===== src/rtl/blk_parser_pkg.sv =====
// Function
// - error flag in byte 0 bit 7 set on any error, cleared on success
// - done flag in byte 0 bit 6 set once the block is finished
// - chain bit set: next block modifier and address locate the following block
// - scatter/gather bit selects link-list transfer instead of contiguous memory
// - completion code in byte 1: 00h success, other values error
// - byte 2 holds the last target status seen during this block
// - byte 3 bit 3 permits changing own bus identifier
// - byte 3 bit 1 exchanges 16-bit halves of every data longword
// - byte 3 bit 0 exchanges the two bytes of every data word
// - byte-swapped transfer with odd data address is refused with an error
// - byte 5 bit 4 holds data address fixed, otherwise it increments
// - target identifier taken from byte 5 bits 2-0
// - byte 6 bits 7-3 give list element count, 8 bytes each
// - completion interrupt at byte 6 level with byte 7 vector; level zero none
// - move exactly the byte count of bytes 9 to b; host matches command
// - byte e bits 5-0 are link-list or data address modifier
// - bytes 10-13 form data or link pointer, high part first
// - bytes 14-17 form next block pointer, followed only when chaining
// - command block taken from bytes 18h-23h and passed whole on
// - add-block request starts the block at the block address registers
// - finished block address loaded to registers and remove flag set
// - parameter blocks fetched and updated with 16-bit word transfers only
package blk_parser_pkg;
  localparam int BLK_WORDS = 18;
  localparam int BLK_BITS = 288;
  // register byte offsets
  localparam logic [7:0] OFS_BLK_ADDR = 8'h00;
  localparam logic [7:0] OFS_BLK_AM = 8'h04;
  localparam logic [7:0] OFS_CTRL = 8'h08;
  localparam logic [7:0] OFS_RESULT = 8'h0c;
  // control write bits and status read bits
  localparam int CTRL_ADD = 0;
  localparam int CTRL_CLR_REMOVE = 1;
  localparam int STAT_BUSY = 0;
  localparam int STAT_PEND = 1;
  localparam int STAT_REMOVE = 2;
  // block byte positions
  localparam int BYTE_FLAGS = 0;
  localparam int BYTE_CODE = 1;
  localparam int BYTE_STATUS = 2;
  localparam int BYTE_CMD = 3;
  localparam int BYTE_TGT = 5;
  localparam int BYTE_IRQ = 6;
  localparam int BYTE_VEC = 7;
  localparam int BYTE_CNT = 9;
  localparam int BYTE_DAM = 14;
  localparam int BYTE_NAM = 15;
  localparam int BYTE_DPTR = 16;
  localparam int BYTE_NPTR = 20;
  localparam int BYTE_CDB = 24;
  localparam int CDB_BYTES = 12;
  // field bit positions
  localparam int BIT_ERR = 7;
  localparam int BIT_DONE = 6;
  localparam int BIT_CHAIN = 5;
  localparam int BIT_SG = 4;
  localparam int BIT_IDCHG = 3;
  localparam int BIT_SWW = 1;
  localparam int BIT_SWB = 0;
  localparam int BIT_FIXED = 4;
  // completion codes
  localparam logic [7:0] CODE_OK = 8'h00;
  localparam logic [7:0] CODE_ODD_SWAP = 8'h01;
  // command block group codes and lengths
  localparam logic [2:0] GRP_SIX = 3'h0;
  localparam logic [2:0] GRP_TEN = 3'h1;
  localparam logic [3:0] CDB_LEN6 = 4'h6;
  localparam logic [3:0] CDB_LEN10 = 4'ha;
  localparam logic [3:0] CDB_LEN12 = 4'hc;
  // reset values
  localparam logic [31:0] RST_ADDR = 32'h0000_0000;
  localparam logic [5:0] RST_AM = 6'h00;

  typedef struct packed {
    logic chain_link_on;
    logic scatter_gather_select;
    logic id_change_permit;
    logic word_half_exchange;
    logic byte_pair_exchange;
    logic fixed_address_transfer;
    logic [2:0] target_id_field;
    logic [4:0] list_element_count;
    logic [2:0] irq_level_field;
    logic [7:0] irq_vector;
    logic [23:0] byte_count;
    logic [5:0] data_space_code;
    logic [5:0] next_block_space_code;
    logic [31:0] data_ptr;
    logic [31:0] next_ptr;
  } blk_fields_t;
endpackage : blk_parser_pkg


===== src/rtl/blk_parser.sv =====
`timescale 1ns/100ps
`default_nettype none
module blk_parser
  import blk_parser_pkg::*;
(
  input wire logic clk_i,
  input wire logic nrst_i,
  input wire logic ce_i,
  input wire logic psel_i,
  input wire logic penable_i,
  input wire logic pwrite_i,
  input wire logic [7:0] paddr_i,
  input wire logic [31:0] pwdata_i,
  output logic [31:0] prdata_o,
  output logic pready_o,
  output logic pslverr_o,
  output logic mem_req_o,
  output logic mem_we_o,
  output logic [31:0] mem_addr_o,
  output logic [5:0] mem_am_o,
  output logic [15:0] mem_wdata_o,
  input wire logic [15:0] mem_rdata_i,
  input wire logic mem_ack_i,
  output logic exec_start_o,
  output blk_fields_t fields_o,
  output logic [95:0] cdb_o,
  output logic [3:0] cdb_len_o,
  input wire logic exec_done_i,
  input wire logic [7:0] exec_code_i,
  input wire logic [7:0] exec_status_i,
  input wire logic xfer_step_i,
  input wire logic [2:0] xfer_size_i,
  output logic [31:0] xfer_addr_o,
  output logic [5:0] xfer_am_o,
  output logic [23:0] xfer_left_o,
  input wire logic [31:0] swap_in_i,
  input wire logic swap_valid_i,
  output logic [31:0] swap_out_o,
  output logic swap_valid_o,
  output logic irq_req_o,
  output logic [2:0] irq_level_o,
  output logic [7:0] irq_vector_o,
  input wire logic irq_ack_i
);

  typedef enum logic [2:0] {
    S_IDLE = 3'b000,
    S_FETCH = 3'b001,
    S_DECODE = 3'b010,
    S_EXEC = 3'b011,
    S_WB_STAT = 3'b100,
    S_WB_DONE = 3'b101,
    S_IRQ = 3'b110,
    S_RETIRE = 3'b111
  } state_t;

  // byte n of the flat block image, byte 0 in the top bits
  function automatic logic [7:0] get_b(input logic [BLK_BITS-1:0] f, input int n);
    get_b = f[BLK_BITS-1-8*n -: 8];
  endfunction : get_b

  // data lane exchange of halves and of bytes within each half
  function automatic logic [31:0] swap_fn(input logic [31:0] d, input logic ww, input logic bb);
    logic [31:0] t;
    t = ww ? {d[15:0], d[31:16]} : d;
    swap_fn = bb ? {t[23:16], t[31:24], t[7:0], t[15:8]} : t;
  endfunction : swap_fn

  state_t state_r;
  logic [15:0] words_r [0:BLK_WORDS-1];
  logic [BLK_BITS-1:0] flat;
  logic [7:0] blk_b [0:2*BLK_WORDS-1];
  logic [4:0] idx_r;
  logic [4:0] mem_idx;
  logic [31:0] cur_addr_r;
  logic [5:0] cur_am_r;
  logic [31:0] blk_addr_r;
  logic [5:0] blk_am_r;
  logic pend_r;
  logic remove_r;
  logic [7:0] code_r;
  logic [7:0] status_r;
  logic [31:0] xfer_addr_r;
  logic [23:0] xfer_left_r;
  blk_fields_t fields_r;
  blk_fields_t dec;
  logic [95:0] cdb_r;
  logic [95:0] dec_cdb;
  logic [3:0] cdb_len_r;
  logic [3:0] dec_len;
  logic [31:0] swap_out_r;
  logic swap_valid_r;
  logic irq_req_r;
  logic exec_start_r;
  logic apb_wr;
  logic apb_acc;
  logic mapped;
  logic busy;
  logic retire_fire;
  logic odd_swap;

  // apb decode, zero wait states
  assign apb_acc = psel_i & penable_i;
  assign apb_wr = apb_acc & pwrite_i;
  assign mapped = (paddr_i == OFS_BLK_ADDR) | (paddr_i == OFS_BLK_AM) |
                  (paddr_i == OFS_CTRL) | (paddr_i == OFS_RESULT);
  assign pready_o = 1'b1;
  assign pslverr_o = apb_acc & ~mapped;
  assign busy = (state_r != S_IDLE);
  assign retire_fire = (state_r == S_RETIRE) & ~remove_r;

  // register read mux
  always_comb begin
    prdata_o = 32'h0000_0000;
    if (paddr_i == OFS_BLK_ADDR) begin
      prdata_o = blk_addr_r;
    end else if (paddr_i == OFS_BLK_AM) begin
      prdata_o = {26'h000_0000, blk_am_r};
    end else if (paddr_i == OFS_CTRL) begin
      prdata_o[STAT_BUSY] = busy;
      prdata_o[STAT_PEND] = pend_r;
      prdata_o[STAT_REMOVE] = remove_r;
    end else if (paddr_i == OFS_RESULT) begin
      prdata_o = {16'h0000, status_r, code_r};
    end
  end

  // block address registers, host write or retire load
  always_ff @(posedge clk_i or negedge nrst_i) begin
    if (!nrst_i) begin
      blk_addr_r <= RST_ADDR;
      blk_am_r <= RST_AM;
    end else if (ce_i) begin
      if (retire_fire) begin
        blk_addr_r <= cur_addr_r;
        blk_am_r <= cur_am_r;
      end else if (apb_wr && paddr_i == OFS_BLK_ADDR) begin
        blk_addr_r <= pwdata_i;
      end else if (apb_wr && paddr_i == OFS_BLK_AM) begin
        blk_am_r <= pwdata_i[5:0];
      end
    end
  end

  // add request pending flag
  always_ff @(posedge clk_i or negedge nrst_i) begin
    if (!nrst_i) begin
      pend_r <= 1'b0;
    end else if (ce_i) begin
      if (apb_wr && paddr_i == OFS_CTRL && pwdata_i[CTRL_ADD]) begin
        pend_r <= 1'b1;
      end else if (state_r == S_IDLE) begin
        pend_r <= 1'b0;
      end
    end
  end

  // remove flag, set wins over host clear
  always_ff @(posedge clk_i or negedge nrst_i) begin
    if (!nrst_i) begin
      remove_r <= 1'b0;
    end else if (ce_i) begin
      if (retire_fire) begin
        remove_r <= 1'b1;
      end else if (apb_wr && paddr_i == OFS_CTRL && pwdata_i[CTRL_CLR_REMOVE]) begin
        remove_r <= 1'b0;
      end
    end
  end

  // flat image and byte view of the fetched words
  always_comb begin
    flat = '0;
    for (int i = 0; i < BLK_WORDS; i++) begin
      flat[BLK_BITS-1-16*i -: 16] = words_r[i];
      blk_b[2*i] = words_r[i][15:8];
      blk_b[2*i+1] = words_r[i][7:0];
    end
  end

  // field decode from the block image
  always_comb begin
    dec = '0;
    dec_cdb = '0;
    dec.chain_link_on = blk_b[BYTE_FLAGS][BIT_CHAIN];
    dec.scatter_gather_select = blk_b[BYTE_FLAGS][BIT_SG];
    dec.id_change_permit = blk_b[BYTE_CMD][BIT_IDCHG];
    dec.word_half_exchange = blk_b[BYTE_CMD][BIT_SWW];
    dec.byte_pair_exchange = blk_b[BYTE_CMD][BIT_SWB];
    dec.fixed_address_transfer = blk_b[BYTE_TGT][BIT_FIXED];
    dec.target_id_field = blk_b[BYTE_TGT][2:0];
    dec.list_element_count = blk_b[BYTE_IRQ][7:3];
    dec.irq_level_field = blk_b[BYTE_IRQ][2:0];
    dec.irq_vector = get_b(flat, BYTE_VEC);
    dec.byte_count = {get_b(flat, BYTE_CNT), get_b(flat, BYTE_CNT+1), get_b(flat, BYTE_CNT+2)};
    dec.data_space_code = blk_b[BYTE_DAM][5:0];
    dec.next_block_space_code = blk_b[BYTE_NAM][5:0];
    dec.data_ptr = {get_b(flat, BYTE_DPTR), get_b(flat, BYTE_DPTR+1),
                    get_b(flat, BYTE_DPTR+2), get_b(flat, BYTE_DPTR+3)};
    dec.next_ptr = {get_b(flat, BYTE_NPTR), get_b(flat, BYTE_NPTR+1),
                    get_b(flat, BYTE_NPTR+2), get_b(flat, BYTE_NPTR+3)};
    for (int i = 0; i < CDB_BYTES; i++) begin
      dec_cdb[95-8*i -: 8] = get_b(flat, BYTE_CDB+i);
    end
  end

  // command block length from its group code
  always_comb begin
    if (dec_cdb[95:93] == GRP_SIX) begin
      dec_len = CDB_LEN6;
    end else if (dec_cdb[95:93] == GRP_TEN) begin
      dec_len = CDB_LEN10;
    end else begin
      dec_len = CDB_LEN12;
    end
  end

  assign odd_swap = dec.byte_pair_exchange & dec.data_ptr[0];

  // control sequence
  always_ff @(posedge clk_i or negedge nrst_i) begin
    if (!nrst_i) begin
      state_r <= S_IDLE;
      idx_r <= 5'h00;
      cur_addr_r <= RST_ADDR;
      cur_am_r <= RST_AM;
      code_r <= CODE_OK;
      status_r <= 8'h00;
    end else if (ce_i) begin
      unique case (state_r)
        S_IDLE: begin
          if (pend_r) begin
            cur_addr_r <= blk_addr_r;
            cur_am_r <= blk_am_r;
            idx_r <= 5'h00;
            state_r <= S_FETCH;
          end
        end
        S_FETCH: begin
          if (mem_ack_i) begin
            idx_r <= idx_r + 5'h01;
            if (idx_r == 5'(BLK_WORDS-1)) begin
              state_r <= S_DECODE;
            end
          end
        end
        S_DECODE: begin
          if (odd_swap) begin
            code_r <= CODE_ODD_SWAP;
            status_r <= 8'h00;
            state_r <= S_WB_STAT;
          end else begin
            state_r <= S_EXEC;
          end
        end
        S_EXEC: begin
          if (exec_done_i) begin
            code_r <= exec_code_i;
            status_r <= exec_status_i;
            state_r <= S_WB_STAT;
          end
        end
        S_WB_STAT: begin
          if (mem_ack_i) begin
            state_r <= S_WB_DONE;
          end
        end
        S_WB_DONE: begin
          if (mem_ack_i) begin
            state_r <= (fields_r.irq_level_field != 3'h0) ? S_IRQ : S_RETIRE;
          end
        end
        S_IRQ: begin
          if (irq_ack_i) begin
            state_r <= S_RETIRE;
          end
        end
        S_RETIRE: begin
          if (!remove_r) begin
            if (fields_r.chain_link_on) begin
              cur_addr_r <= fields_r.next_ptr;
              cur_am_r <= fields_r.next_block_space_code;
              idx_r <= 5'h00;
              state_r <= S_FETCH;
            end else begin
              state_r <= S_IDLE;
            end
          end
        end
      endcase
    end
  end

  // fetched word storage
  always_ff @(posedge clk_i) begin
    if (ce_i && state_r == S_FETCH && mem_ack_i) begin
      words_r[idx_r] <= mem_rdata_i;
    end
  end

  // decoded fields and start pulse
  always_ff @(posedge clk_i or negedge nrst_i) begin
    if (!nrst_i) begin
      fields_r <= '0;
      cdb_r <= '0;
      cdb_len_r <= CDB_LEN6;
      exec_start_r <= 1'b0;
    end else if (ce_i) begin
      exec_start_r <= (state_r == S_DECODE) & ~odd_swap;
      if (state_r == S_DECODE) begin
        fields_r <= dec;
        cdb_r <= dec_cdb;
        cdb_len_r <= dec_len;
      end
    end
  end

  // transfer address and remaining count
  always_ff @(posedge clk_i or negedge nrst_i) begin
    if (!nrst_i) begin
      xfer_addr_r <= RST_ADDR;
      xfer_left_r <= 24'h00_0000;
    end else if (ce_i) begin
      if (state_r == S_DECODE) begin
        xfer_addr_r <= dec.data_ptr;
        xfer_left_r <= dec.byte_count;
      end else if (state_r == S_EXEC && xfer_step_i) begin
        if (!fields_r.fixed_address_transfer) begin
          xfer_addr_r <= xfer_addr_r + {29'h0000_0000, xfer_size_i};
        end
        xfer_left_r <= xfer_left_r - {21'h00_0000, xfer_size_i};
      end
    end
  end

  // data lane swap stage
  always_ff @(posedge clk_i or negedge nrst_i) begin
    if (!nrst_i) begin
      swap_out_r <= 32'h0000_0000;
      swap_valid_r <= 1'b0;
    end else if (ce_i) begin
      swap_valid_r <= swap_valid_i;
      if (swap_valid_i) begin
        swap_out_r <= swap_fn(swap_in_i, fields_r.word_half_exchange,
                              fields_r.byte_pair_exchange);
      end
    end
  end

  // completion interrupt request
  always_ff @(posedge clk_i or negedge nrst_i) begin
    if (!nrst_i) begin
      irq_req_r <= 1'b0;
    end else if (ce_i) begin
      irq_req_r <= (state_r == S_WB_DONE && mem_ack_i && fields_r.irq_level_field != 3'h0) |
                   (irq_req_r & ~irq_ack_i);
    end
  end

  // memory word port, block accesses only
  always_comb begin
    mem_idx = idx_r;
    if (state_r == S_WB_STAT) begin
      mem_idx = 5'h01;
    end else if (state_r == S_WB_DONE) begin
      mem_idx = 5'h00;
    end
  end

  assign mem_req_o = (state_r == S_FETCH) | (state_r == S_WB_STAT) | (state_r == S_WB_DONE);
  assign mem_we_o = (state_r == S_WB_STAT) | (state_r == S_WB_DONE);
  assign mem_addr_o = cur_addr_r + {26'h000_0000, mem_idx, 1'b0};
  assign mem_am_o = cur_am_r;

  // write-back words: status word then flags with code
  always_comb begin
    mem_wdata_o = 16'h0000;
    if (state_r == S_WB_STAT) begin
      mem_wdata_o = {status_r, get_b(flat, BYTE_CMD)};
    end else if (state_r == S_WB_DONE) begin
      mem_wdata_o = {(code_r != CODE_OK), 1'b1, blk_b[BYTE_FLAGS][5:0], code_r};
    end
  end

  assign exec_start_o = exec_start_r;
  assign fields_o = fields_r;
  assign cdb_o = cdb_r;
  assign cdb_len_o = cdb_len_r;
  assign xfer_addr_o = xfer_addr_r;
  assign xfer_left_o = xfer_left_r;
  assign xfer_am_o = fields_r.data_space_code;
  assign swap_out_o = swap_out_r;
  assign swap_valid_o = swap_valid_r;
  assign irq_req_o = irq_req_r;
  assign irq_level_o = fields_r.irq_level_field;
  assign irq_vector_o = fields_r.irq_vector;
endmodule : blk_parser
`default_nettype wire


===== config.mk =====
export PLATFORM = sky130hd
export DESIGN_NAME = blk_parser
export DESIGN_NICKNAME = d
export VERILOG_FILES = /design/src/rtl/blk_parser_pkg.sv /design/src/rtl/blk_parser.sv
export SDC_FILE = /design/constraint.sdc
export NUM_CORES = 1
export LEC_CHECK = 0
export ABC_AREA = 1
export ABC_CLOCK_PERIOD_IN_PS = 7550
export BUFFER_PORTS_ARGS = -buffer_cell sky130_fd_sc_hd__buf_2
export CELL_PAD_IN_SITES_DETAIL_PLACEMENT = 0
export CELL_PAD_IN_SITES_GLOBAL_PLACEMENT = 1
export CORE_MARGIN = 5
export CORE_UTILIZATION = 45
export CTS_CLUSTER_DIAMETER = 120
export CTS_CLUSTER_SIZE = 30
export DETAILED_ROUTE_END_ITERATION = 10
export HOLD_SLACK_MARGIN = 0.1
export MAX_ROUTING_LAYER = met4
export PLACE_DENSITY = 0.84
export SLEW_MARGIN = 10
export SYNTH_ARGS = -nofsm -noshare
export SYNTH_HDL_FRONTEND = slang
export SYNTH_SLANG_ARGS = --single-unit

===== constraint.sdc =====
create_clock -name clk_i -period 7.55 [get_ports clk_i]
set_clock_uncertainty 0.15 [all_clocks]
set_input_delay 1.51 -clock clk_i [delete_from_list [all_inputs] [get_ports clk_i]]
set_output_delay 1.51 -clock clk_i [all_outputs]
set_load 0.01 [all_outputs]

# After elaboration in Yosys (flattened, before gate mapping)
# Memories as Yosys holds them, arrays and structs flattened. A register that Yosys moved wholly into a read port is not among the register bits.
# Cells that the tools add are included.
dict set report totals {
  elab_cells 178
  output_inout_bits 423
  ram_bits 288
  in_bits 118
  ff_bits 354
  mem_count 1
}
dict set report op_classes {
  n_bitwise 18
  n_eq_ne 24
  muxes 60
  reduce_logical 46
  addsub 4
}
# name depth width read_ports rd_clocked_by_memory_dff write_ports line_no
set mem_list {}
lappend mem_list {words_r 18 16 17 10 1 blk_parser.sv:70} ;# logic [15:0] words_r [0:BLK_WORDS-1];
# cell n
set ops {}
lappend ops {{2-to-1 mux 32 bit} 12}
lappend ops {{one-hot mux 32 bit (2 select lines)} 1}
lappend ops {{2-to-1 mux 16 bit} 3}
lappend ops {{2-to-1 mux 24 bit} 2}
lappend ops {{2-to-1 mux 6 bit} 6}
lappend ops {{2-to-1 mux 3 bit} 11}
lappend ops {{adder 32 x 3 -> 32 bit} 1}
lappend ops {{adder 32 x 6 -> 32 bit} 1}
lappend ops {{2-to-1 mux 8 bit} 4}
lappend ops {{one-hot mux 8 bit (2 select lines)} 2}
lappend ops {{2-to-1 mux 5 bit} 6}
lappend ops {{2-to-1 mux 29 bit} 1}
lappend ops {{one-hot mux 3 bit (8 select lines)} 1}
lappend ops {{subtractor 24 x 3 -> 24 bit} 1}
lappend ops {{inequality test 2 bit, second input constant} 11}
lappend ops {{== test 8 x 4 -> 1 bit, second input constant} 2}
lappend ops {{one-hot mux 5 bit (3 select lines)} 1}
lappend ops {{nonzero test 2 bit} 7}
lappend ops {{== test 3 bit, second input constant} 4}
lappend ops {{one-hot mux 6 bit (2 select lines)} 1}
lappend ops {{AND reduction 2 bit} 6}
lappend ops {{logical AND 1 bit} 10}
lappend ops {{zero test 1 bit} 10}
lappend ops {{AND reduction 9 bit} 1}
lappend ops {{other kinds (19)} 47}

# Logic depth before layout (Yosys ltp)
# Gate-level depths: netlist (run 1).
dict set report depth {
  ltp_word 6
  mapped_depth 14
  depth_no_buf 14
}

# Worst setup path after synthesis (run 1)
# Ideal clock, no wire load.
dict set report synth_path {
  kind {input -> output}
  start {input paddr_i[1]}
  end {output prdata_o[12]}
  required_ps 5890
  n_path_buf 1
  cell_stages 6
  setup_slack_ps 3243
  arrival_ps 2647
  path_cell_list {nor2_1 nand3_1 nor2_1 inv_2 buf_1 o22ai_1}
}
dict set report synth_between {
  elab_chain_len 5
  word_cells_on_any_way 8
  cone_classes {eq/ne: 3; mux: 4; reduce/logical: 1}
}
# item line_no
set synth_lines {}
lappend synth_lines {{start, declared} blk_parser.sv:12} ;# input wire logic [7:0] paddr_i,
lappend synth_lines {{== test 8 x 4 -> 1 bit} blk_parser.sv:123} ;# end else if (paddr_i == OFS_RESULT) begin
lappend synth_lines {{2-to-1 mux 16 bit} blk_parser.sv:123}
lappend synth_lines {{2-to-1 mux 29 bit} blk_parser.sv:119} ;# end else if (paddr_i == OFS_CTRL) begin
lappend synth_lines {{2-to-1 mux 32 bit} blk_parser.sv:117} ;# end else if (paddr_i == OFS_BLK_AM) begin
lappend synth_lines {{2-to-1 mux 32 bit (*)} blk_parser.sv:115} ;# if (paddr_i == OFS_BLK_ADDR) begin
lappend synth_lines {{end, declared} blk_parser.sv:14} ;# output logic [31:0] prdata_o,
# Every way passes the cells marked *; elsewhere a longest branch is shown, timed or not.

# Worst setup path in the final report (run 1)
dict set report layout_path {
  start {register state_r[2]}
  end {output mem_addr_o[31]}
}
dict set report layout_between {
  elab_chain_len 4
  word_cells_on_any_way 5
  cone_classes {add/sub: 1; eq/ne: 2; mux: 2}
}
# item line_no
set layout_lines {}
lappend layout_lines {{start, declared} blk_parser.sv:69} ;# state_t state_r;
lappend layout_lines {{start signal, assigned} blk_parser.sv:270} ;# state_r <= (fields_r.irq_level_field != 3'h0) ? S_IRQ : S_RETIRE;
lappend layout_lines {{== test 3 bit} blk_parser.sv:365} ;# end else if (state_r == S_WB_DONE) begin
lappend layout_lines {{2-to-1 mux 5 bit} blk_parser.sv:365}
lappend layout_lines {{2-to-1 mux 5 bit (*)} blk_parser.sv:363} ;# if (state_r == S_WB_STAT) begin
lappend layout_lines {{adder 32 x 6 -> 32 bit (*)} blk_parser.sv:372} ;# assign mem_addr_o = cur_addr_r + {26'h000_0000, mem_idx, 1'b0};
lappend layout_lines {{end, declared} blk_parser.sv:19} ;# output logic [31:0] mem_addr_o,
# Marks and branches as above.

==> results of run 1 <==
## per-stage QoR
stage | power, µW | hold WS (ns) | utilization [%] | cell area (µm²) | setup slack, ns
3_5_place_dp | 9950 | 0.258 | 50.8 | 31300 | 2.19
2_1_floorplan | 7880 | 0.239 | - | 28000 | 3.24
5_1_grt | 12400 | 0.290 | 52.0 | 32100 | 1.05
3_3_place_gp | 9890 | 0.247 | 50.8 | 31300 | 2.33
4_1_cts | 11700 | 0.268 | 52.0 | 32100 | 1.48
6_report | 11600 | 0.278 | 52.0 | 32100 | 1.50
## kinds of logic after synthesis
kind of cell,count (synthesis),share of synthesized area [%]
AOI/OAI and AO/OA,419,8.29
DFF,647,61.8
muxes,44,1.57
buffers and inverters,371,5.58
other,2,0.0268
and+or+nand+nor,1458,20.6
adders and majority gates,18,0.883
xor gates and xnor gates,38,1.19
## Yosys cell counts, drive strengths merged
cell    instances
a21boi          2
a21o            2
a21oi          54
a22o            1
a31oi          18
buf            86
clkbuf         63
clkinv          1
conb            2
dfrtp         415
dfstp           2
edfxtp        230
fa              3
ha             15
inv           221
mux2i          44
nand2        1060
nand3         124
nand3b          4
nand4          30
nor2          220
nor3           13
nor4            5
o211a           1
o211ai          4
o21a            6
o21ai         278
o21bai          2
o22a           32
o22ai          17
o31ai           2
or2             2
xnor2           9
xor2           29
## state kept, by name, summed over array words and instances, names as in the netlist
register and count:
blk_addr_r 32, blk_am_r 6, cdb_len_o 3, cdb_o 96, code_r 8, cur_addr_r 32, exec_start_o 1, fields_o 108
idx_r 5, irq_level_o 3, irq_req_o 1, irq_vector_o 8, mem_am_o 6, pend_r 1, remove_r 1, state_r 3
status_r 8, swap_out_o 32, swap_valid_o 1, words_r 230, xfer_addr_o 32, xfer_am_o 6, xfer_left_o 24
## report_power, final
group          switching [µW]  total, µW  leakage (µW)  internal [µW]
logic                    2830       4360       0.00799           1530
registers                 916       5510       0.00724           4600
clock network            1090       1740      0.000346            647
## path summary, 6_finish.rpt
kind                                            from                          end
min reg2reg                words_r[12][13]$_DFFE_PP_     cdb_len_o[2]$_DFFE_PN1P_
min in group asynchronous                     nrst_i        cdb_o[76]$_DFFE_PN0P_
min                        words_r[12][13]$_DFFE_PP_     cdb_len_o[2]$_DFFE_PN1P_
max                           state_r[2]$_DFFE_PN0P_               mem_addr_o[31]
max reg2reg                   state_r[2]$_DFFE_PN0P_      mem_am_o[4]$_DFFE_PN0P_
max in group asynchronous                     nrst_i  xfer_addr_o[30]$_DFFE_PN0P_
## metal layers
metal / track usage (%) / wire [µm] / share of wire, % / up-vias
met5: - / 0 / 0 / -
met4: 5.02 / 1910 / 2.1 / 0
met3: 4.77 / 6790 / 7.3 / 98
met2: 43.5 / 44400 / 48 / 774
met1: 37.9 / 39700 / 43 / 10900
li1: - / - / - / 10600
## layout make-up
cell class	count	area (µm²)	share of cell area (%)
multi-input combinational	1979	9190	28.7
timing repair buffer	563	2920	9.09
antenna	2	5.00	0.0156
clock inverter	2	36.3	0.113
clock buffer	43	693	2.16
inverter	222	833	2.60
tap	837	1050	3.27
sequential	647	17300	54.1
==> results.md, run 1 <==
* CTS tree: yes
* I/O Buffers at approximately 540
* Setup violators final at 0
* Top Family by Delay on Critical Path: simple AND/OR/NAND/NOR gates
* Initial Util at 45.5%
* Chip width at between 200 and 300 µm
* H-tree depth at 1
* Leading post-synthesis cells by cell area: dfrtp_1 (37%), edfxtp_1 (25%), nand2_1 (14%)
* Pleak at approximately 0.016 µW
* Row cnt at between 90 and 100
* Hold buffers post-CTS at 0
* CORE AREA at a little over 60000 µm²
* Clock Pin Slew Worst Setup and Hold Paths at around 0.12 ns
* Top-area cell type share of the netlist area at between 30% and 40%
* Maximum vdd drop at between 0.2 and 0.3 mV
* Least-Margin Pin Slew at between 1 and 1.5 ns
* Worst path bufs/invs at 3
* Fmax at approximately 170 MHz
* Vias per cell at ~5.2
* Final Non-Filler Cells at 4295
* Final ANT Viol Nets at 0
* Layout area overhead at 14.3%
* Syn nets at 3133
* Most common cell after layout, fill and taps aside: nand2_1
* # placed instances at about 4200
* First DRT Iteration DRCs at between 2000 and 2500
* Syn Area/Cell at between 9 and 10 µm²
* Critical Path AT at 4.39 ns
* Final Hold Vio Count at 0
* Worst-case reg-to-reg path depth at 8
* Full die area at roughly 67000 µm²
* Latest clock arrival within the worst-skew pair at approximately 0.62 ns
* Post-CTS setup buffer count at 0
* Ratio of cells with drive above 1 in the final layout at around 18%
* Final TNS setup at 0 ns
* Cells after Synth at 2997
* Endpoint type of the worst setup path: output pin
* CP Cell Sequence: inv_2 > nor2_1 > inv_1 > nand2_1 > nor2_1 > fa_1 > nand3_1 > nand3_1 > a21oi_1 > nor2_1 > nand2_1 > xor2_1 > buf_2
* Slew Limit Fails at 0
* Relative slew margins at around 18%
* Ys Warns at 0
* Resized Gates After CTS at 0
* DP HPWL at around 66000 µm
* Reg-to-reg slack, setup at ~4.0 ns
* DRC viols at 0
* Maximum fanout along the worst path at 14
* Power per Cell Area at approximately 360 nW/µm²
* WS Path Type: reg2out
* MaxCap Viol Count at 0
* Commonest non-fill, non-tap cells in the layout: nand2_1 (1054), buf_2 (537), dfrtp_1 (414)
* Critical-path top delay cell: dfrtp_1
* Final net count at approximately 3600
* Filler cells at a little under 6000
* GP Congestion at ~0.96
* DR WL/cell at 21.6 µm
* Min Tclk post-route at 6.05 ns
* Register area share after synthesis at approximately 62%
* CTS Buf Count at 25
* Pin count of the biggest net entering global routing at around 160
* Crit-path max cell delay at 0.64 ns
* Num Clock Sinks at approximately 650
* Top Ports at 541
* Grt total ovfl at 0
* Status: completed
* CP most frequent cell: nor2_1
* Vias in the first global route at between 20000 and 25000
* Req. time, crit path at roughly 5.9 ns
* Synth Register Bits at 647
* Hold Path Class: reg2reg
* Via Count at about 22000
* Fin crit share at around 80%
* Routed wire length at between 90000 and 100000 µm
* DR pass1 iterations at 7
* Hold depth at 1
* Max clock buf depth at 3
* Top cell type by total area after synthesis: dfrtp_1
* Die Span Y at ~260 µm
* Clock root buffer: clkbuf_16
* Cell count along the critical path at 13
* Synth cell types at 45
* Gr usage total at 27.4%
* RSZ-0062 raised after global routing: no
* Worst Setup Start Kind: flop
* Antenna violations before repair at 4
* Cell area after synthesis at around 28000 µm²
* First-pass GRT wire length at roughly 140000 µm
(Power assumes the default switching activity.)
==> inputs of run 2 (changes only) <==
Settings changed: ABC_CLOCK_PERIOD_IN_PS 7550 to 5800, CORE_UTILIZATION 45 to 42, PLACE_DENSITY 0.84 to 0.79.
Clock period 7.55 ns to 5.8 ns, I/O delays scaled along.
==> results.md, run 2 (synthesis results as in run 1) <==
* Status: completed (unchanged)
* Die Span Y at 268 µm (was 260 µm)
* Maximum vdd drop at 0.319 mV (was 0.258 mV)
* Row cnt at 94 (was 91)
* Clock root buffer: clkbuf_16 (unchanged)
* Initial Util at 42.5% (was 45.5%)
* Min Tclk post-route at ~5.4 ns
* Crit-path max cell delay at 0.67 ns (was 0.64 ns)
* CP Cell Sequence: inv_2 > nor2_2 > inv_1 > nand2_1 > nor2_1 > fa_1 > nand3_1 > nand3_1 > a21oi_1 > nor2_1 > nand2_1 > xor2_1 > buf_2 (was inv_2 > nor2_1 > inv_1 > nand2_1 > nor2_1 > fa_1 > nand3_1 > nand3_1 > a21oi_1 > nor2_1 > nand2_1 > xor2_1 > buf_2)
* Final Hold Vio Count at 0 (unchanged)
* Gr usage total at 25.8% (was 27.4%)
* Critical-path top delay cell: dfrtp_1 (unchanged)
* Routed wire length at 93500 µm (was 92800 µm)
* Slew Limit Fails at 0 (unchanged)
* Req. time, crit path at 4.49 ns (was 5.89 ns)
* Antenna violations before repair at 8 (was 4)
* Fmax at ~190 MHz
* Clock Pin Slew Worst Setup and Hold Paths at 0.12 ns (about the same)
* Final TNS setup at 0 ns (unchanged)
* DP Worst Slack at 0.923 ns (was 2.19 ns)
* DR pass1 iterations at 5 (was 7)
* Most common cell after layout, fill and taps aside: nand2_1 (unchanged)
* Ratio of cells with drive above 1 in the final layout at 18.1% (was 17.9%)
* Full die area at 72000 µm² (was 67400 µm²)
* Worst Setup Start Kind: flop (unchanged)
* CORE AREA at 66000 µm² (was 61700 µm²)
* GP Congestion at 0.923 (was 0.956)
* R2R Path Start: state_r[2]$_DFFE_PN0P_ (unchanged)
* Final ANT Viol Nets at 0 (unchanged)
* Relative slew margins at 18.3% (was 17.9%)
* H-tree depth at 1 (unchanged)
* Final net count at 3578 (was 3574)
* Grt total ovfl at 0 (unchanged)
* Pleak at 0.0156 µW (about the same)
* Maximum fanout along the worst path at 14 (unchanged)
* Critical Path AT at 4.07 ns (was 4.39 ns)
* Latest clock arrival within the worst-skew pair at 0.63 ns (was 0.62 ns)
* Hold Path Class: reg2reg (unchanged)
* Largest Register: words_r (unchanged)
* Hold Path Sink: cdb_len_o[2]$_DFFE_PN1P_ (unchanged)
* I/O Buffers at 538 (unchanged)
* Worst-case reg-to-reg path depth at 9 (was 8)
* Chip width at 268 µm (was 260 µm)
* Endpoint type of the worst setup path: output pin (unchanged)
* RSZ-0062 raised after global routing: no (unchanged)
* Commonest non-fill, non-tap cells in the layout: nand2_1 (1054), buf_2 (537), dfrtp_1 (414) (unchanged)
* Setup violators final at 0 (unchanged)
* Largest register FFs at 230 (unchanged)
* WS Path Type: reg2out (unchanged)
* Crit. Startpoint: state_r[2]$_DFFE_PN0P_ (unchanged)
* Post-CTS setup buffer count at 0 (unchanged)
* Via Count at 22300 (was 22400)
* Top Family by Delay on Critical Path: simple AND/OR/NAND/NOR gates (unchanged)
* First DRT Iteration DRCs at 2326 (was 2221)
* Hold path startpoint: words_r[12][13]$_DFFE_PP_ (unchanged)
* DP HPWL at 66700 µm (was 66100 µm)
* CTS tree: yes (unchanged)
* Filler cells at 6317 (was 5944)
* Layout area overhead at 15.0% (was 14.3%)
* First-pass GRT wire length at 137000 µm (was 138000 µm)
* Num Clock Sinks at 647 (unchanged)
* CTS Buf Count at 26 (was 25)
* Least-Margin Pin Slew at 1.22 ns (was 1.23 ns)
* Fin crit share at 92.7%
* Power per Cell Area at 472 nW/µm² (was 362 nW/µm²)
* DR WL/cell at 21.6 µm (about the same)
* Vias per cell at 5.15 (was 5.21)
* Hold buffers post-CTS at 0 (unchanged)
* Pin count of the biggest net entering global routing at 175 (was 156)
* Reg-to-reg slack, setup at 1.98 ns (was 4.03 ns)
* Resized Gates After CTS at 0 (unchanged)
* Final setup margin at 0.424 ns (was 1.50 ns)
* Max clock buf depth at 3 (unchanged)
* FF-to-FF End: cur_addr_r[26]$_DFFE_PN0P_ (was mem_am_o[4]$_DFFE_PN0P_)
* Top Ports at 541 (unchanged)
* DRC viols at 0 (unchanged)
* Vias in the first global route at 21100 (was 21000)
* Worst path bufs/invs at 3 (unchanged)
* MaxCap Viol Count at 0 (unchanged)
* Hold depth at 1 (unchanged)
==> run 2: changes by cell type in the layout (fill, tap and decap cells not counted), sizes merged <==
cell / delta
inv: +1
clkinv: +2
diode: +5
buf: +3
==> run 2: cell type report <==
cell class,count,area [µm²],share of cell area (%)
clock inverter,5,63.8,0.198
timing repair buffer,566,2980,9.24
clock buffer,43,736,2.28
antenna,7,17.5,0.0543
multi-input combinational,1979,9190,28.5
inverter,222,833,2.58
sequential,647,17300,53.8
tap,864,1080,3.35
==> run 2: routing by layer <==
layer	wire length, µm	vias to the layer above	global-route usage (%)
li1	-	10600	-
met1	39100	10800	33.9
met2	44000	749	40.7
met3	7150	130	5.60
met4	3210	0	7.49
met5	0	-	-
==> run 2: worst max-delay path by stage <==
stage,slack (ns),to,cells after the start
floorplan,1.88,mem_addr_o[31],12
global placement,1.02,mem_addr_o[31],13
detailed placement,0.92,mem_addr_o[31],13
CTS,0.22,mem_addr_o[31],13
global route,0.11,mem_addr_o[18],13
finish,0.42,mem_addr_o[31],13
==> run 2: report_power, final <==
part	switching [µW]	total (µW)	internal [µW]
sequential	1190	7170	5980
combinational	3680	5680	2000
clock	1450	2350	905
==> run 2: stage by stage <==
stage | power (µW) | hold slack (ns) | cell area, µm² | std cells | util (%)
floorplan | 10300 | 0.239 | 28000 | 2997 | -
CTS | 15300 | 0.273 | 32200 | 4325 | 48.8
detailed placement | 13000 | 0.256 | 31400 | 4277 | 47.6
global placement | 12900 | 0.254 | 31400 | 4277 | 47.6
global route | 16200 | 0.295 | 32200 | 4333 | 48.9
finish | 15200 | 0.273 | 32200 | 4333 | 48.9
